## src/common/timer_consts.vh

```
// Register map, field positions and timing constants of the compact timer
`ifndef TIMER_CONSTS_VH
`define TIMER_CONSTS_VH

`define OFS_CLK_PERIOD_CTRL  5'h00
`define OFS_MODE_OUT_CTRL    5'h04
`define OFS_COUNT_LOW        5'h08
`define OFS_COUNT_HIGH       5'h0c
`define OFS_CMPA_LOW         5'h10
`define OFS_CMPA_HIGH        5'h14
`define OFS_INT_FLAGS        5'h18

`define RESET_BYTE           8'h00

`define C0_PAUSE_BIT         7
`define C0_CLKSEL_MSB        6
`define C0_CLKSEL_LSB        4
`define C0_ON_BIT            3
`define C0_PERIOD_MSB        2
`define C0_PERIOD_LSB        0

`define C1_MODE_MSB          7
`define C1_MODE_LSB          6
`define C1_ACT_MSB           5
`define C1_ACT_LSB           4
`define C1_INIT_BIT          3
`define C1_POL_BIT           2
`define C1_SWAP_BIT          1
`define C1_CLRSRC_BIT        0

`define MODE_CMP             2'h0
`define MODE_PWM             2'h2
`define MODE_TMR             2'h3

`define ACT_NONE             2'h0
`define ACT_LOW              2'h1
`define ACT_HIGH             2'h2
`define ACT_TOGGLE           2'h3

`define CK_SYS_DIV4          3'h0
`define CK_SYS               3'h1
`define CK_HIGH_DIV16        3'h2
`define CK_HIGH_DIV64        3'h3
`define CK_SUB_A             3'h4
`define CK_SUB_B             3'h5
`define CK_EXT_RISE          3'h6
`define CK_EXT_FALL          3'h7

`define COUNT_MAX            10'h3ff
`define PRESCALE_W           6

`define AXI_OKAY             2'h0
`define AXI_SLVERR           2'h2

`endif

```

## src/core/compact_timer.v

```verilog
// Compact 10-bit timer with compare, PWM and timer modes behind AXI4-Lite
`include "timer_consts.vh"
`timescale 1ns/1ps
`default_nettype none

module compact_timer (
    input  wire        aclk,
    input  wire        aresetn,
    input  wire [4:0]  s_axi_awaddr,
    input  wire        s_axi_awvalid,
    output reg         s_axi_awready,
    input  wire [31:0] s_axi_wdata,
    input  wire [3:0]  s_axi_wstrb,
    input  wire        s_axi_wvalid,
    output reg         s_axi_wready,
    output reg  [1:0]  s_axi_bresp,
    output reg         s_axi_bvalid,
    input  wire        s_axi_bready,
    input  wire [4:0]  s_axi_araddr,
    input  wire        s_axi_arvalid,
    output reg         s_axi_arready,
    output reg  [31:0] s_axi_rdata,
    output reg  [1:0]  s_axi_rresp,
    output reg         s_axi_rvalid,
    input  wire        s_axi_rready,
    input  wire        high_clock_tick,
    input  wire        sub_clock_tick,
    input  wire        external_clock_pin,
    output reg         timer_output_pin,
    output reg         timer_output_pin_inverted,
    output reg         cmp_a_irq,
    output reg         cmp_p_irq
);

    reg  [7:0] ctrl0_reg;
    reg  [7:0] ctrl1_reg;
    reg  [9:0] count_reg;
    reg  [9:0] cmpa_reg;
    reg  [7:0] wbuf_reg;
    reg  [7:0] rbuf_reg;
    reg  [1:0] flags_reg;
    reg        on_d_reg;
    reg        out_reg;
    reg  [`PRESCALE_W-1:0] sys_div_reg;
    reg  [`PRESCALE_W-1:0] high_div_reg;
    reg  [2:0] ext_sync_reg;
    reg        aw_held_reg;
    reg        w_held_reg;
    reg  [4:0] awaddr_reg;
    reg  [31:0] wdata_reg;
    reg  [3:0] wstrb_reg;

    wire       pause     = ctrl0_reg[`C0_PAUSE_BIT];
    wire [2:0] clk_sel   = ctrl0_reg[`C0_CLKSEL_MSB:`C0_CLKSEL_LSB];
    wire       timer_on  = ctrl0_reg[`C0_ON_BIT];
    wire [2:0] period_cv = ctrl0_reg[`C0_PERIOD_MSB:`C0_PERIOD_LSB];
    wire [1:0] mode      = ctrl1_reg[`C1_MODE_MSB:`C1_MODE_LSB];
    wire [1:0] pin_act   = ctrl1_reg[`C1_ACT_MSB:`C1_ACT_LSB];
    wire       init_lvl  = ctrl1_reg[`C1_INIT_BIT];
    wire       pol       = ctrl1_reg[`C1_POL_BIT];
    wire       swap      = ctrl1_reg[`C1_SWAP_BIT];
    wire       clr_a     = ctrl1_reg[`C1_CLRSRC_BIT];

    wire on_rise = timer_on & ~on_d_reg;

    // Tick selection; high and sub clock arrive as one-cycle enables
    reg tick;
    always @* begin
        case (clk_sel)
            `CK_SYS_DIV4:   tick = (sys_div_reg[1:0] == 2'h3);
            `CK_SYS:        tick = 1'b1;
            `CK_HIGH_DIV16: tick = high_clock_tick & (high_div_reg[3:0] == 4'hf);
            `CK_HIGH_DIV64: tick = high_clock_tick & (high_div_reg == 6'h3f);
            `CK_SUB_A:      tick = sub_clock_tick;
            `CK_SUB_B:      tick = sub_clock_tick;
            `CK_EXT_RISE:   tick = ext_sync_reg[1] & ~ext_sync_reg[2];
            `CK_EXT_FALL:   tick = ~ext_sync_reg[1] & ext_sync_reg[2];
            default:        tick = 1'b0;
        endcase
    end

    wire run = timer_on & ~pause & ~on_rise;

    // Matches are taken as the counter reaches a value, i.e. on its tick
    wire [9:0] count_inc = count_reg + 10'h001;
    wire       ovf       = run & tick & (count_reg == `COUNT_MAX);
    wire       match_p   = run & tick & (period_cv != 3'h0)
                           & (count_inc[9:7] == period_cv) & (count_inc[6:0] == 7'h00);
    wire       match_a   = run & tick & (cmpa_reg != 10'h000) & (count_inc == cmpa_reg);
    wire       is_pwm    = (mode == `MODE_PWM);
    wire       p_end     = match_p | (ovf & (period_cv == 3'h0));
    wire       clr_by_a  = is_pwm ? swap : clr_a;
    wire       cnt_clear = clr_by_a ? (match_a | ovf) : p_end;
    wire       dir_a     = is_pwm | ~clr_a;
    wire       flag_a    = match_a;
    wire       flag_p    = p_end & dir_a;

    // PWM duty: compare against the non-period comparator
    wire [9:0] duty_val  = swap ? {period_cv, 7'h00} : cmpa_reg;
    wire [9:0] per_len   = swap ? cmpa_reg : {period_cv, 7'h00};
    wire       pwm_act   = (count_reg < duty_val) |
                           ((duty_val >= per_len) & (per_len != 10'h000));

    // Output level before polarity
    reg out_next;
    always @* begin
        out_next = out_reg;
        if (on_rise && mode != `MODE_TMR) begin
            out_next = init_lvl;
        end else if (mode == `MODE_CMP && match_a) begin
            case (pin_act)
                `ACT_LOW:    out_next = 1'b0;
                `ACT_HIGH:   out_next = 1'b1;
                `ACT_TOGGLE: out_next = ~out_reg;
                default:     out_next = out_reg;
            endcase
        end else if (is_pwm) begin
            case (pin_act)
                `ACT_NONE: out_next = ~init_lvl;
                `ACT_LOW:  out_next = init_lvl;
                `ACT_HIGH: out_next = pwm_act ? init_lvl : ~init_lvl;
                default:   out_next = out_reg;
            endcase
        end
    end

    // AXI write path
    wire do_write = aw_held_reg & w_held_reg & ~s_axi_bvalid;
    wire [7:0] wbyte = wdata_reg[7:0];
    wire       wb0   = wstrb_reg[0];
    wire       w_ok  = (awaddr_reg == `OFS_CLK_PERIOD_CTRL) |
                       (awaddr_reg == `OFS_MODE_OUT_CTRL) |
                       (awaddr_reg == `OFS_CMPA_LOW) |
                       (awaddr_reg == `OFS_CMPA_HIGH) |
                       (awaddr_reg == `OFS_INT_FLAGS);

    wire rd_take = s_axi_arvalid & s_axi_arready;
    reg [7:0] rbyte;
    reg       r_ok;
    always @* begin
        r_ok = 1'b1;
        case (s_axi_araddr)
            `OFS_CLK_PERIOD_CTRL: rbyte = ctrl0_reg;
            `OFS_MODE_OUT_CTRL:   rbyte = ctrl1_reg;
            `OFS_COUNT_LOW:       rbyte = rbuf_reg;
            `OFS_COUNT_HIGH:      rbyte = {6'h00, count_reg[9:8]};
            `OFS_CMPA_LOW:        rbyte = rbuf_reg;
            `OFS_CMPA_HIGH:       rbyte = {6'h00, cmpa_reg[9:8]};
            `OFS_INT_FLAGS:       rbyte = {6'h00, flags_reg};
            default: begin
                rbyte = `RESET_BYTE;
                r_ok  = 1'b0;
            end
        endcase
    end

    always @(posedge aclk) begin
        if (!aresetn) begin
            ctrl0_reg     <= `RESET_BYTE;
            ctrl1_reg     <= `RESET_BYTE;
            count_reg     <= 10'h000;
            cmpa_reg      <= 10'h000;
            wbuf_reg      <= `RESET_BYTE;
            rbuf_reg      <= `RESET_BYTE;
            flags_reg     <= 2'h0;
            on_d_reg      <= 1'b0;
            out_reg       <= 1'b0;
            sys_div_reg   <= {`PRESCALE_W{1'b0}};
            high_div_reg  <= {`PRESCALE_W{1'b0}};
            ext_sync_reg  <= 3'h0;
            aw_held_reg   <= 1'b0;
            w_held_reg    <= 1'b0;
            awaddr_reg    <= 5'h00;
            wdata_reg     <= 32'h0000_0000;
            wstrb_reg     <= 4'h0;
            s_axi_awready <= 1'b0;
            s_axi_wready  <= 1'b0;
            s_axi_bvalid  <= 1'b0;
            s_axi_bresp   <= `AXI_OKAY;
            s_axi_arready <= 1'b0;
            s_axi_rvalid  <= 1'b0;
            s_axi_rresp   <= `AXI_OKAY;
            s_axi_rdata   <= 32'h0000_0000;
            timer_output_pin          <= 1'b0;
            timer_output_pin_inverted <= 1'b1;
            cmp_a_irq     <= 1'b0;
            cmp_p_irq     <= 1'b0;
        end else begin
            ext_sync_reg <= {ext_sync_reg[1:0], external_clock_pin};
            sys_div_reg  <= sys_div_reg + 6'h01;
            if (high_clock_tick) begin
                high_div_reg <= high_div_reg + 6'h01;
            end
            on_d_reg <= timer_on;

            if (on_rise) begin
                count_reg <= 10'h000;
            end else if (run && tick) begin
                count_reg <= cnt_clear ? 10'h000 : count_inc;
            end

            out_reg <= out_next;
            timer_output_pin          <= out_next ^ pol;
            timer_output_pin_inverted <= ~(out_next ^ pol);
            cmp_a_irq <= flag_a;
            cmp_p_irq <= flag_p;

            // Write address and data taken independently
            s_axi_awready <= ~aw_held_reg & ~s_axi_awready & s_axi_awvalid;
            s_axi_wready  <= ~w_held_reg & ~s_axi_wready & s_axi_wvalid;
            if (s_axi_awvalid && s_axi_awready) begin
                aw_held_reg <= 1'b1;
                awaddr_reg  <= s_axi_awaddr;
            end
            if (s_axi_wvalid && s_axi_wready) begin
                w_held_reg <= 1'b1;
                wdata_reg  <= s_axi_wdata;
                wstrb_reg  <= s_axi_wstrb;
            end

            // Sticky flags: set wins over a write-one clear
            flags_reg <= (flags_reg &
                          ~((do_write && wb0 && awaddr_reg == `OFS_INT_FLAGS) ?
                            wbyte[1:0] : 2'h0)) | {flag_p, flag_a};

            if (do_write) begin
                aw_held_reg  <= 1'b0;
                w_held_reg   <= 1'b0;
                s_axi_bvalid <= 1'b1;
                s_axi_bresp  <= w_ok ? `AXI_OKAY : `AXI_SLVERR;
                if (wb0) begin
                    case (awaddr_reg)
                        `OFS_CLK_PERIOD_CTRL: ctrl0_reg <= wbyte;
                        `OFS_MODE_OUT_CTRL:   ctrl1_reg <= wbyte;
                        `OFS_CMPA_LOW:        wbuf_reg  <= wbyte;
                        `OFS_CMPA_HIGH:       cmpa_reg  <= {wbyte[1:0], wbuf_reg};
                        default:              wbuf_reg  <= wbuf_reg;
                    endcase
                end
            end else if (s_axi_bvalid && s_axi_bready) begin
                s_axi_bvalid <= 1'b0;
            end

            // Read path; high-byte reads latch the low byte into the buffer
            s_axi_arready <= ~s_axi_arready & ~s_axi_rvalid & s_axi_arvalid;
            if (rd_take) begin
                s_axi_rvalid <= 1'b1;
                s_axi_rdata  <= {24'h000000, rbyte};
                s_axi_rresp  <= r_ok ? `AXI_OKAY : `AXI_SLVERR;
                if (s_axi_araddr == `OFS_COUNT_HIGH) begin
                    rbuf_reg <= count_reg[7:0];
                end else if (s_axi_araddr == `OFS_CMPA_HIGH) begin
                    rbuf_reg <= cmpa_reg[7:0];
                end
            end else if (s_axi_rvalid && s_axi_rready) begin
                s_axi_rvalid <= 1'b0;
            end
        end
    end

endmodule

`default_nettype wire

```

## config.mk

```make
export PLATFORM = sky130hd
export DESIGN_NAME = compact_timer
export DESIGN_NICKNAME = d
export VERILOG_FILES = /design/src/core/compact_timer.v
export VERILOG_INCLUDE_DIRS = /design/src /design/src/common
export SDC_FILE = /design/constraint.sdc
export NUM_CORES = 1
export LEC_CHECK = 0
export BUFFER_PORTS_ARGS = -buffer_cell sky130_fd_sc_hd__buf_4
export CELL_PAD_IN_SITES_DETAIL_PLACEMENT = 0
export CELL_PAD_IN_SITES_GLOBAL_PLACEMENT = 1
export CORE_AREA = 3 3 126 128
export CTS_CLUSTER_DIAMETER = 50
export DETAILED_ROUTE_END_ITERATION = 12
export DIE_AREA = 0 0 129 131
export PLACE_DENSITY_LB_ADDON = 0.1
export RECOVER_POWER = 100
export SLEW_MARGIN = 25
export SYNTH_ARGS = -nofsm -noshare
export SYNTH_HDL_FRONTEND = slang
export SYNTH_SLANG_ARGS = --single-unit
```

## constraint.sdc

```tcl
create_clock -name aclk -period 3 [get_ports aclk]
set_input_delay 0.15 -clock aclk [delete_from_list [all_inputs] [get_ports aclk]]
set_output_delay 0.15 -clock aclk [all_outputs]
set_load 0.02 [all_outputs]
```

* Word level (Yosys, flattened, before mapping)
Cells that the tools add are included.
Storage, ports and cells: bits in registers 108, bits in latches 0, bits in writable memories 0, output and inout bits 45, ROM bits 0, word-level logic and storage cells 172, memories 0, bits of input ports 56
Cells by class: reductions and logical operators 32, $lt $le $gt $ge 2, add/sub/neg operators 3, shift operators 0, multipliers 0, divide/modulo/power cells 0, equal/unequal tests 28, bitwise logic cells 55, muxes and demuxes 23
Operators with widths (number):
- one-hot mux 8 bit (6 select lines) | 1
- equality test 5 bit (second input constant) | 6
- 2-to-1 mux 10 bit | 3
- bitwise AND 1 bit | 26
- nonzero test 10 bit | 2
- NOT 1 bit | 17
- 2-to-1 mux 8 bit | 2
- adder 6 x 1 -> 6 bit (second input constant) | 2
- equality test 3 bit (second input constant) | 4
- AND reduction 3 bit | 4
- 2-to-1 mux 1 bit | 11
- adder 10 x 1 -> 10 bit (second input constant) | 1
- equality test 10 bit | 1
- equality test 10 bit (second input constant) | 1
- equality test 5 x 3 -> 1 bit (second input constant) | 2
- equality test 5 x 4 -> 1 bit (second input constant) | 2
- greater-or-equal comparator 10 bit | 1
- zero test 5 bit | 2
- < comparator 10 bit | 1
- logical AND 1 bit | 9
- equality test 2 bit (second input constant) | 4
- bitwise OR 1 bit | 8
- OR reduction 2 bit | 4
- zero test 7 bit | 1
- 20 further kinds | 28

* Logic depth before layout (Yosys ltp)
depth after elaboration 12, gate-level depth with buffers 12, gate-level depth less buffers 11

* Least setup slack after synthesis
No wires, ideal clock.
path type reg2reg, from register ctrl1_reg[1], to register timer_output_pin, arrival time 2.725 ns, cell stages (with the launch flop) 13, data required time 2.877 ns, clock period less this slack 2.848 ns, buffers on the path 2, setup time 0.123 ns, setup slack 0.152 ns, cells stage by stage dfxtp_1 > clkbuf_1 > buf_1 > mux2i_1 > ha_1 > nand2b_1 > a21oi_1 > o31a_1 > o32ai_1 > mux2i_1 > a211o_1 > o31a_1 > mux2_1
Between the ends: cells in the longest elaborated chain, start to end 10, elaborated cells on any way between the ends 13, those cells by class 2 x order compare; 7 x mux; 3 x bitwise; 1 x reduce/logical
RTL lines:
- start, declared | RTL line compact_timer.v:36 | reg [7:0] ctrl1_reg;
- start signal, assigned | RTL line compact_timer.v:160 | ctrl1_reg <= `RESET_BYTE;
- start signal, assigned | RTL line compact_timer.v:234 | `OFS_MODE_OUT_CTRL: ctrl1_reg <= wbyte;
- 2-to-1 mux 10 bit (on tied branches) | RTL line compact_timer.v:99, compact_timer.v:100
- greater-or-equal comparator 10 bit / nonzero test 10 bit (equally long branches) | RTL line compact_timer.v:102 | ((duty_val >= per_len) & (per_len != 10'h000));
- bitwise AND 1 bit | RTL line compact_timer.v:102
- bitwise OR 1 bit (*) | RTL line compact_timer.v:101 | wire pwm_act = (count_reg < duty_val) |
- 2-to-1 mux 1 bit (*) | RTL line compact_timer.v:121 | `ACT_HIGH: out_next = pwm_act ? init_lvl : ~init_lvl;
- one-hot mux 1 bit (3 select lines) (*) | RTL line compact_timer.v:118 | case (pin_act)
- 2-to-1 mux 1 bit (*) | RTL line compact_timer.v:117 | end else if (is_pwm) begin
- 2-to-1 mux 1 bit (*) | RTL line compact_timer.v:110 | end else if (mode == `MODE_CMP && match_a) begin
- 2-to-1 mux 1 bit (*) | RTL line compact_timer.v:108 | if (on_rise && mode != `MODE_TMR) begin
- bitwise XOR 1 bit (*) | RTL line compact_timer.v:203 | timer_output_pin <= out_next ^ pol;
- end signal, assigned | RTL line compact_timer.v:203
- end, declared | RTL line compact_timer.v:29 | output reg timer_output_pin,
Mark *: on every way between the ends. The rest lies on a longest branch, timed or not. A chain may end at the register's enable or synchronous reset.

* Worst setup path after layout
from register count_reg[3], to register count_reg[9]
Between the ends: cells in the longest elaborated chain, start to end 7, elaborated cells on any way between the ends 14, those cells by class 1 x add/sub; 3 x eq/ne; 2 x mux; 7 x bitwise; 1 x reduce/logical
RTL lines:
- start, declared | RTL line compact_timer.v:37 | reg [9:0] count_reg;
- start signal, assigned | RTL line compact_timer.v:199 | count_reg <= cnt_clear ? 10'h000 : count_inc;
- adder 10 x 1 -> 10 bit | RTL line compact_timer.v:85 | wire [9:0] count_inc = count_reg + 10'h001;
- equality test 3 bit | RTL line compact_timer.v:88 | & (count_inc[9:7] == period_cv) & (count_inc[6:0] == 7'h00);
- bitwise AND 1 bit (2 in a row) | RTL line compact_timer.v:88
- bitwise OR 1 bit | RTL line compact_timer.v:91 | wire p_end = match_p | (ovf & (period_cv == 3'h0));
- 2-to-1 mux 1 bit | RTL line compact_timer.v:93 | wire cnt_clear = clr_by_a ? (match_a | ovf) : p_end;
- 2-to-1 mux 10 bit (*) | RTL line compact_timer.v:199
Marked as above.

==> results by stage <==
Final layout:
- Of the cells placed in the final design, the portion with a size suffix greater than 1 is 0.104.
- After the flow finishes, the layout carries non-filler instances totaling 893.
- The number of antenna diodes in the final layout is 0.
- The fraction of the core area covered by cells at the end of the flow is 0.425.
- Relative to the synthesized area, the layout overhead comes to 12.7%.
- After filler insertion, the fill cell instance count of the layout stands at 1549.
- In the final design database the tool counted 772 nets.

Synth:
- The share of synthesized area in the top cell type comes to 0.361.
- sky130_fd_sc_hd__dfxtp_1 takes more of the synthesized area than any other cell.
- Yosys printed 0 warnings.
- The most used standard cell by instance count after synthesis is sky130_fd_sc_hd__nand2_1.
- Among all flip-flop cells after synthesis, the most frequent one is sky130_fd_sc_hd__dfxtp_1.
- The number of different library cells used by synthesis comes to 66.
- The number of cells produced by synthesis is 659.
- The register area share after synthesis is 0.361.
- The mapped netlist covers 0.00565 mm².
- For this run, asynchronously set or reset flops after synthesis account for 0.
- Synthesis inferred 102 register bits.
- Sorting the synthesized cells by area gives the leading types as sky130_fd_sc_hd__dfxtp_1 (36%), sky130_fd_sc_hd__nand2_1 (7.3%), sky130_fd_sc_hd__mux2i_1 (6.7%).
- The number of synthesized flops with an enable pin is 0.
- After synthesis, the most frequently instantiated cells are sky130_fd_sc_hd__nand2_1 (110), sky130_fd_sc_hd__dfxtp_1 (102), sky130_fd_sc_hd__mux2i_1 (38), sky130_fd_sc_hd__a21boi_0 (35), sky130_fd_sc_hd__clkbuf_1 (29).
- A synthesized cell averages 8.57 µm².

Routing:
- Using the TritonRoute via totals, the vias-per-cell ratio works out to 5.16.
- The detailed-route wire length is 14100 µm.
- The count of vias placed by the detailed router is 4605.
- The detailed-router iteration count before antenna repair is 6.
- The detail route stage leaves a number of antenna-violating nets equal to 0.
- After the first detailed-routing iteration, the DRC count stood at 315.
- The post-route DRC violation count is 0.
- Dividing the detail-routed wire length by the instance count gives 15.8 µm.

Power and ir drop:
- Of the total power, registers draw 0.511.
- The highest ir drop seen on vdd is 0.000271 V.
- Summing internal, switching and leakage power gives 2.72 mW.
- The share of total power dissipated in combinational logic is 0.054.
- The analysis attributes to cell leakage a power of 2.40 nW.
- The fraction of power spent switching nets is 0.236.
- In this run the power density over the cells is 427 mW/mm².
- Summed over all nets, the switching power comes to 0.641 mW.
- The internal power of the cells totals 2.08 mW.
- Of the total power, the clock network draws 0.435.

Global route:
- The number of global-route vias before repair came to 4258.
- The overflow left after global routing is 0.
- For this run, the total global-route usage over all layers was measured as 0.169.
- The first global-routing pass estimated 22400 µm of wire.
- Entering global routing, the biggest net connects 91 pins.
- The initial antenna violation count is 0.

Clocking:
- In this run the number of H-tree levels came out at 3.
- The post-CTS setup-driven buffer insertion count is 0.
- Clock-pin slew was measured on the worst setup and hold paths at 70 ps.
- CTS placed an instance of sky130_fd_sc_hd__clkbuf_16 at the clock tree root.
- The number of buffers added by the clock tree synthesis step is 9.
- The TritonCTS clock tree is yes.
- For this design, the sink count on the clock tree is 102.
- For the worst-skew pair, the clock arrives at the later sink with an insertion delay of 350 ps.
- The number of buffers on the longest clock path is 2.

Timing:
- The worst max-slew margin expressed relative to the limit is 0.0477.
- Dividing the final minimum period by the clock period gives 0.942.
- The hold violation count in the final report is 0.
- Setup repair after global routing left no endpoint under its margin.
- The final-report max-slew violation count is 0.
- For this run, the top clock speed supported by timing is 354 MHz.
- The final count of negative-setup-slack endpoints is 0.
- The pin slew with the least headroom to its limit is 1430 ps.
- The shortest period the worst path allows is 2830 ps.
- The setup clock skew after layout is 5.87 ps.
- The setup total negative slack is 0 ps.

Critical path:
- The largest single stage delay on the critical path is 520 ps.
- Traced cell by cell, the critical path runs through buf_4, a211o_1, a21o_1, a2bb2o_4, or4_1, a211o_1, a22oi_4, or3_4, o211ai_1.
- The critical path in this run is classified as register to register.
- At the worst endpoint, the required time is 3240 ps.
- Data arrives at the worst endpoint at 3060 ps.
- The number of buffers and inverters on the critical path is 1.
- The largest fanout on the critical path is 9.
- The master of the slowest instance on the critical path is sky130_fd_sc_hd__or4_1.
- The element type at the critical path end is a register.
- In this design, the largest share of critical-path delay is due to compound AO/OA/AOI/OAI gates.
- The most repeated library cell on the critical path is sky130_fd_sc_hd__a211o_1.
- The startpoint type of the worst setup path is a register.

Floorplanning:
- The initial utilization of the core area, before any placement, comes to 0.377.
- The vertical die dimension is 131 µm.
- The I/O pin total is 101.
- The floorplan has 45 rows.
- The die covers 0.0169 mm².
- The placeable core region is 0.0150 mm².
- From left edge to right edge, the die measures 129 µm.

Placement:
- The count of buffers added on input and output ports is 47.
- The number of cells after detailed placement is 877.
- Summed over all nets, the half-perimeter wirelength after detailed placement is 10600 µm.
- The congestion estimate from routability-driven global placement came to 0.837.

Run status:
- The flow ran to the end, and the final reports show no timing, DRC or antenna violations.

Worst hold path:
- The path type of the worst min-delay path is input port to register.

Job:
- Max-cap violations in this run came to 0.
## final cells by class
cell class              instances  area [µm²]  area share
clock buffers                   9         225      0.0354
clock inverters                 6        70.1      0.0110
inverters                      11        41.3     0.00648
multi-input cells             508        3330       0.522
flip-flops and latches        102        2040       0.321
well taps                     188         235      0.0369
repair buffers                 69         428      0.0672
## cells in the final DEF (no fill, tap or decap), types with 3 or more instances in the layout
cell / n
sky130_fd_sc_hd__ha_1: 14
sky130_fd_sc_hd__nor3_1: 15
sky130_fd_sc_hd__nor2b_1: 27
sky130_fd_sc_hd__nor2_1: 20
sky130_fd_sc_hd__nand2_1: 110
sky130_fd_sc_hd__a211oi_1: 3
sky130_fd_sc_hd__xnor3_1: 3
sky130_fd_sc_hd__nor4b_1: 3
sky130_fd_sc_hd__clkbuf_1: 24
sky130_fd_sc_hd__or3_1: 6
sky130_fd_sc_hd__or4_1: 4
sky130_fd_sc_hd__a21oi_1: 10
sky130_fd_sc_hd__a21o_1: 3
sky130_fd_sc_hd__and2_1: 12
sky130_fd_sc_hd__o211a_1: 9
sky130_fd_sc_hd__buf_4: 42
sky130_fd_sc_hd__inv_1: 11
sky130_fd_sc_hd__nand3b_1: 5
sky130_fd_sc_hd__a211o_1: 4
sky130_fd_sc_hd__xnor2_1: 15
sky130_fd_sc_hd__a21boi_0: 35
sky130_fd_sc_hd__clkbuf_16: 9
sky130_fd_sc_hd__and3_1: 5
sky130_fd_sc_hd__nand3_1: 16
sky130_fd_sc_hd__xor2_1: 8
sky130_fd_sc_hd__and2_0: 11
sky130_fd_sc_hd__dfxtp_1: 102
sky130_fd_sc_hd__nand2b_1: 15
sky130_fd_sc_hd__nand4_1: 6
sky130_fd_sc_hd__a222oi_1: 7
sky130_fd_sc_hd__or2_2: 3
sky130_fd_sc_hd__and4_1: 3
sky130_fd_sc_hd__nor3b_1: 3
sky130_fd_sc_hd__a31oi_1: 4
sky130_fd_sc_hd__mux2i_1: 38
sky130_fd_sc_hd__conb_1: 26
sky130_fd_sc_hd__o21ai_0: 26
## per-layer routing
| metal | part of all wire | GRT usage | up-vias |
|---|---|---|---|
| met5 | 0 | 0 | - |
| met4 | 0.022 | 0.0574 | 0 |
| met3 | 0.048 | 0.0358 | 21 |
| met2 | 0.45 | 0.270 | 113 |
| met1 | 0.48 | 0.228 | 2117 |
| li1 | - | - | 2354 |
## worst min-delay path: stages
cell	delay, ps
sky130_fd_sc_hd__buf_4	110
sky130_fd_sc_hd__nand2_1	50
sky130_fd_sc_hd__nor3_1	40
## what timing repair did
action / CTS / global route
hold endpoints to repair: 1 / 0
hold buffers: 1 / 0
endpoints found under the setup margin: 0 / 9
resized for setup: 0 / 2
## worst paths after layout
check | cells past startpoint | from | slack [ps] | endpoint
worst max-delay path | 9 | count_reg[3] | 170 | count_reg[9]
worst min-delay path | 3 | s_axi_wvalid | 40 | s_axi_wready
worst max register to register | 9 | count_reg[3] | 170 | count_reg[9]
worst min register to register | 1 | sys_div_reg[0] | 430 | sys_div_reg[0]
## through the flow
step / hold slack (ps) / area, µm² / worst slack, ps
3_3_place_gp: 357 / 6140 / 153
3_5_place_dp: 362 / 6140 / 119
5_1_grt: 34.5 / 6370 / 48.8
4_1_cts: 30.7 / 6450 / 110
2_1_floorplan: 268 / 5740 / 152
6_report: 42.6 / 6370 / 173
## power groups by stage
stage               Sequential (mW)  Combinational [mW]  Clock, mW
global route                   1.39               0.163       1.27
CTS                            1.39               0.152       1.23
floorplan                      1.42               0.122          0
detailed placement             1.42               0.150          0
global placement               1.42               0.147          0
finish                         1.39               0.147       1.18
## logic make-up after synthesis
| group | synth area share |
|---|---|
| AOI/OAI and AO/OA | 0.171 |
| xor gates and xnor gates | 0.0476 |
| adders and majority gates | 0.0332 |
| buffers and inverters | 0.0695 |
| DFF | 0.361 |
| muxes | 0.0693 |
| other | 0.000664 |
| and+or+nand+nor | 0.247 |
No activity file was read; power rests on OpenSTA's default activity.
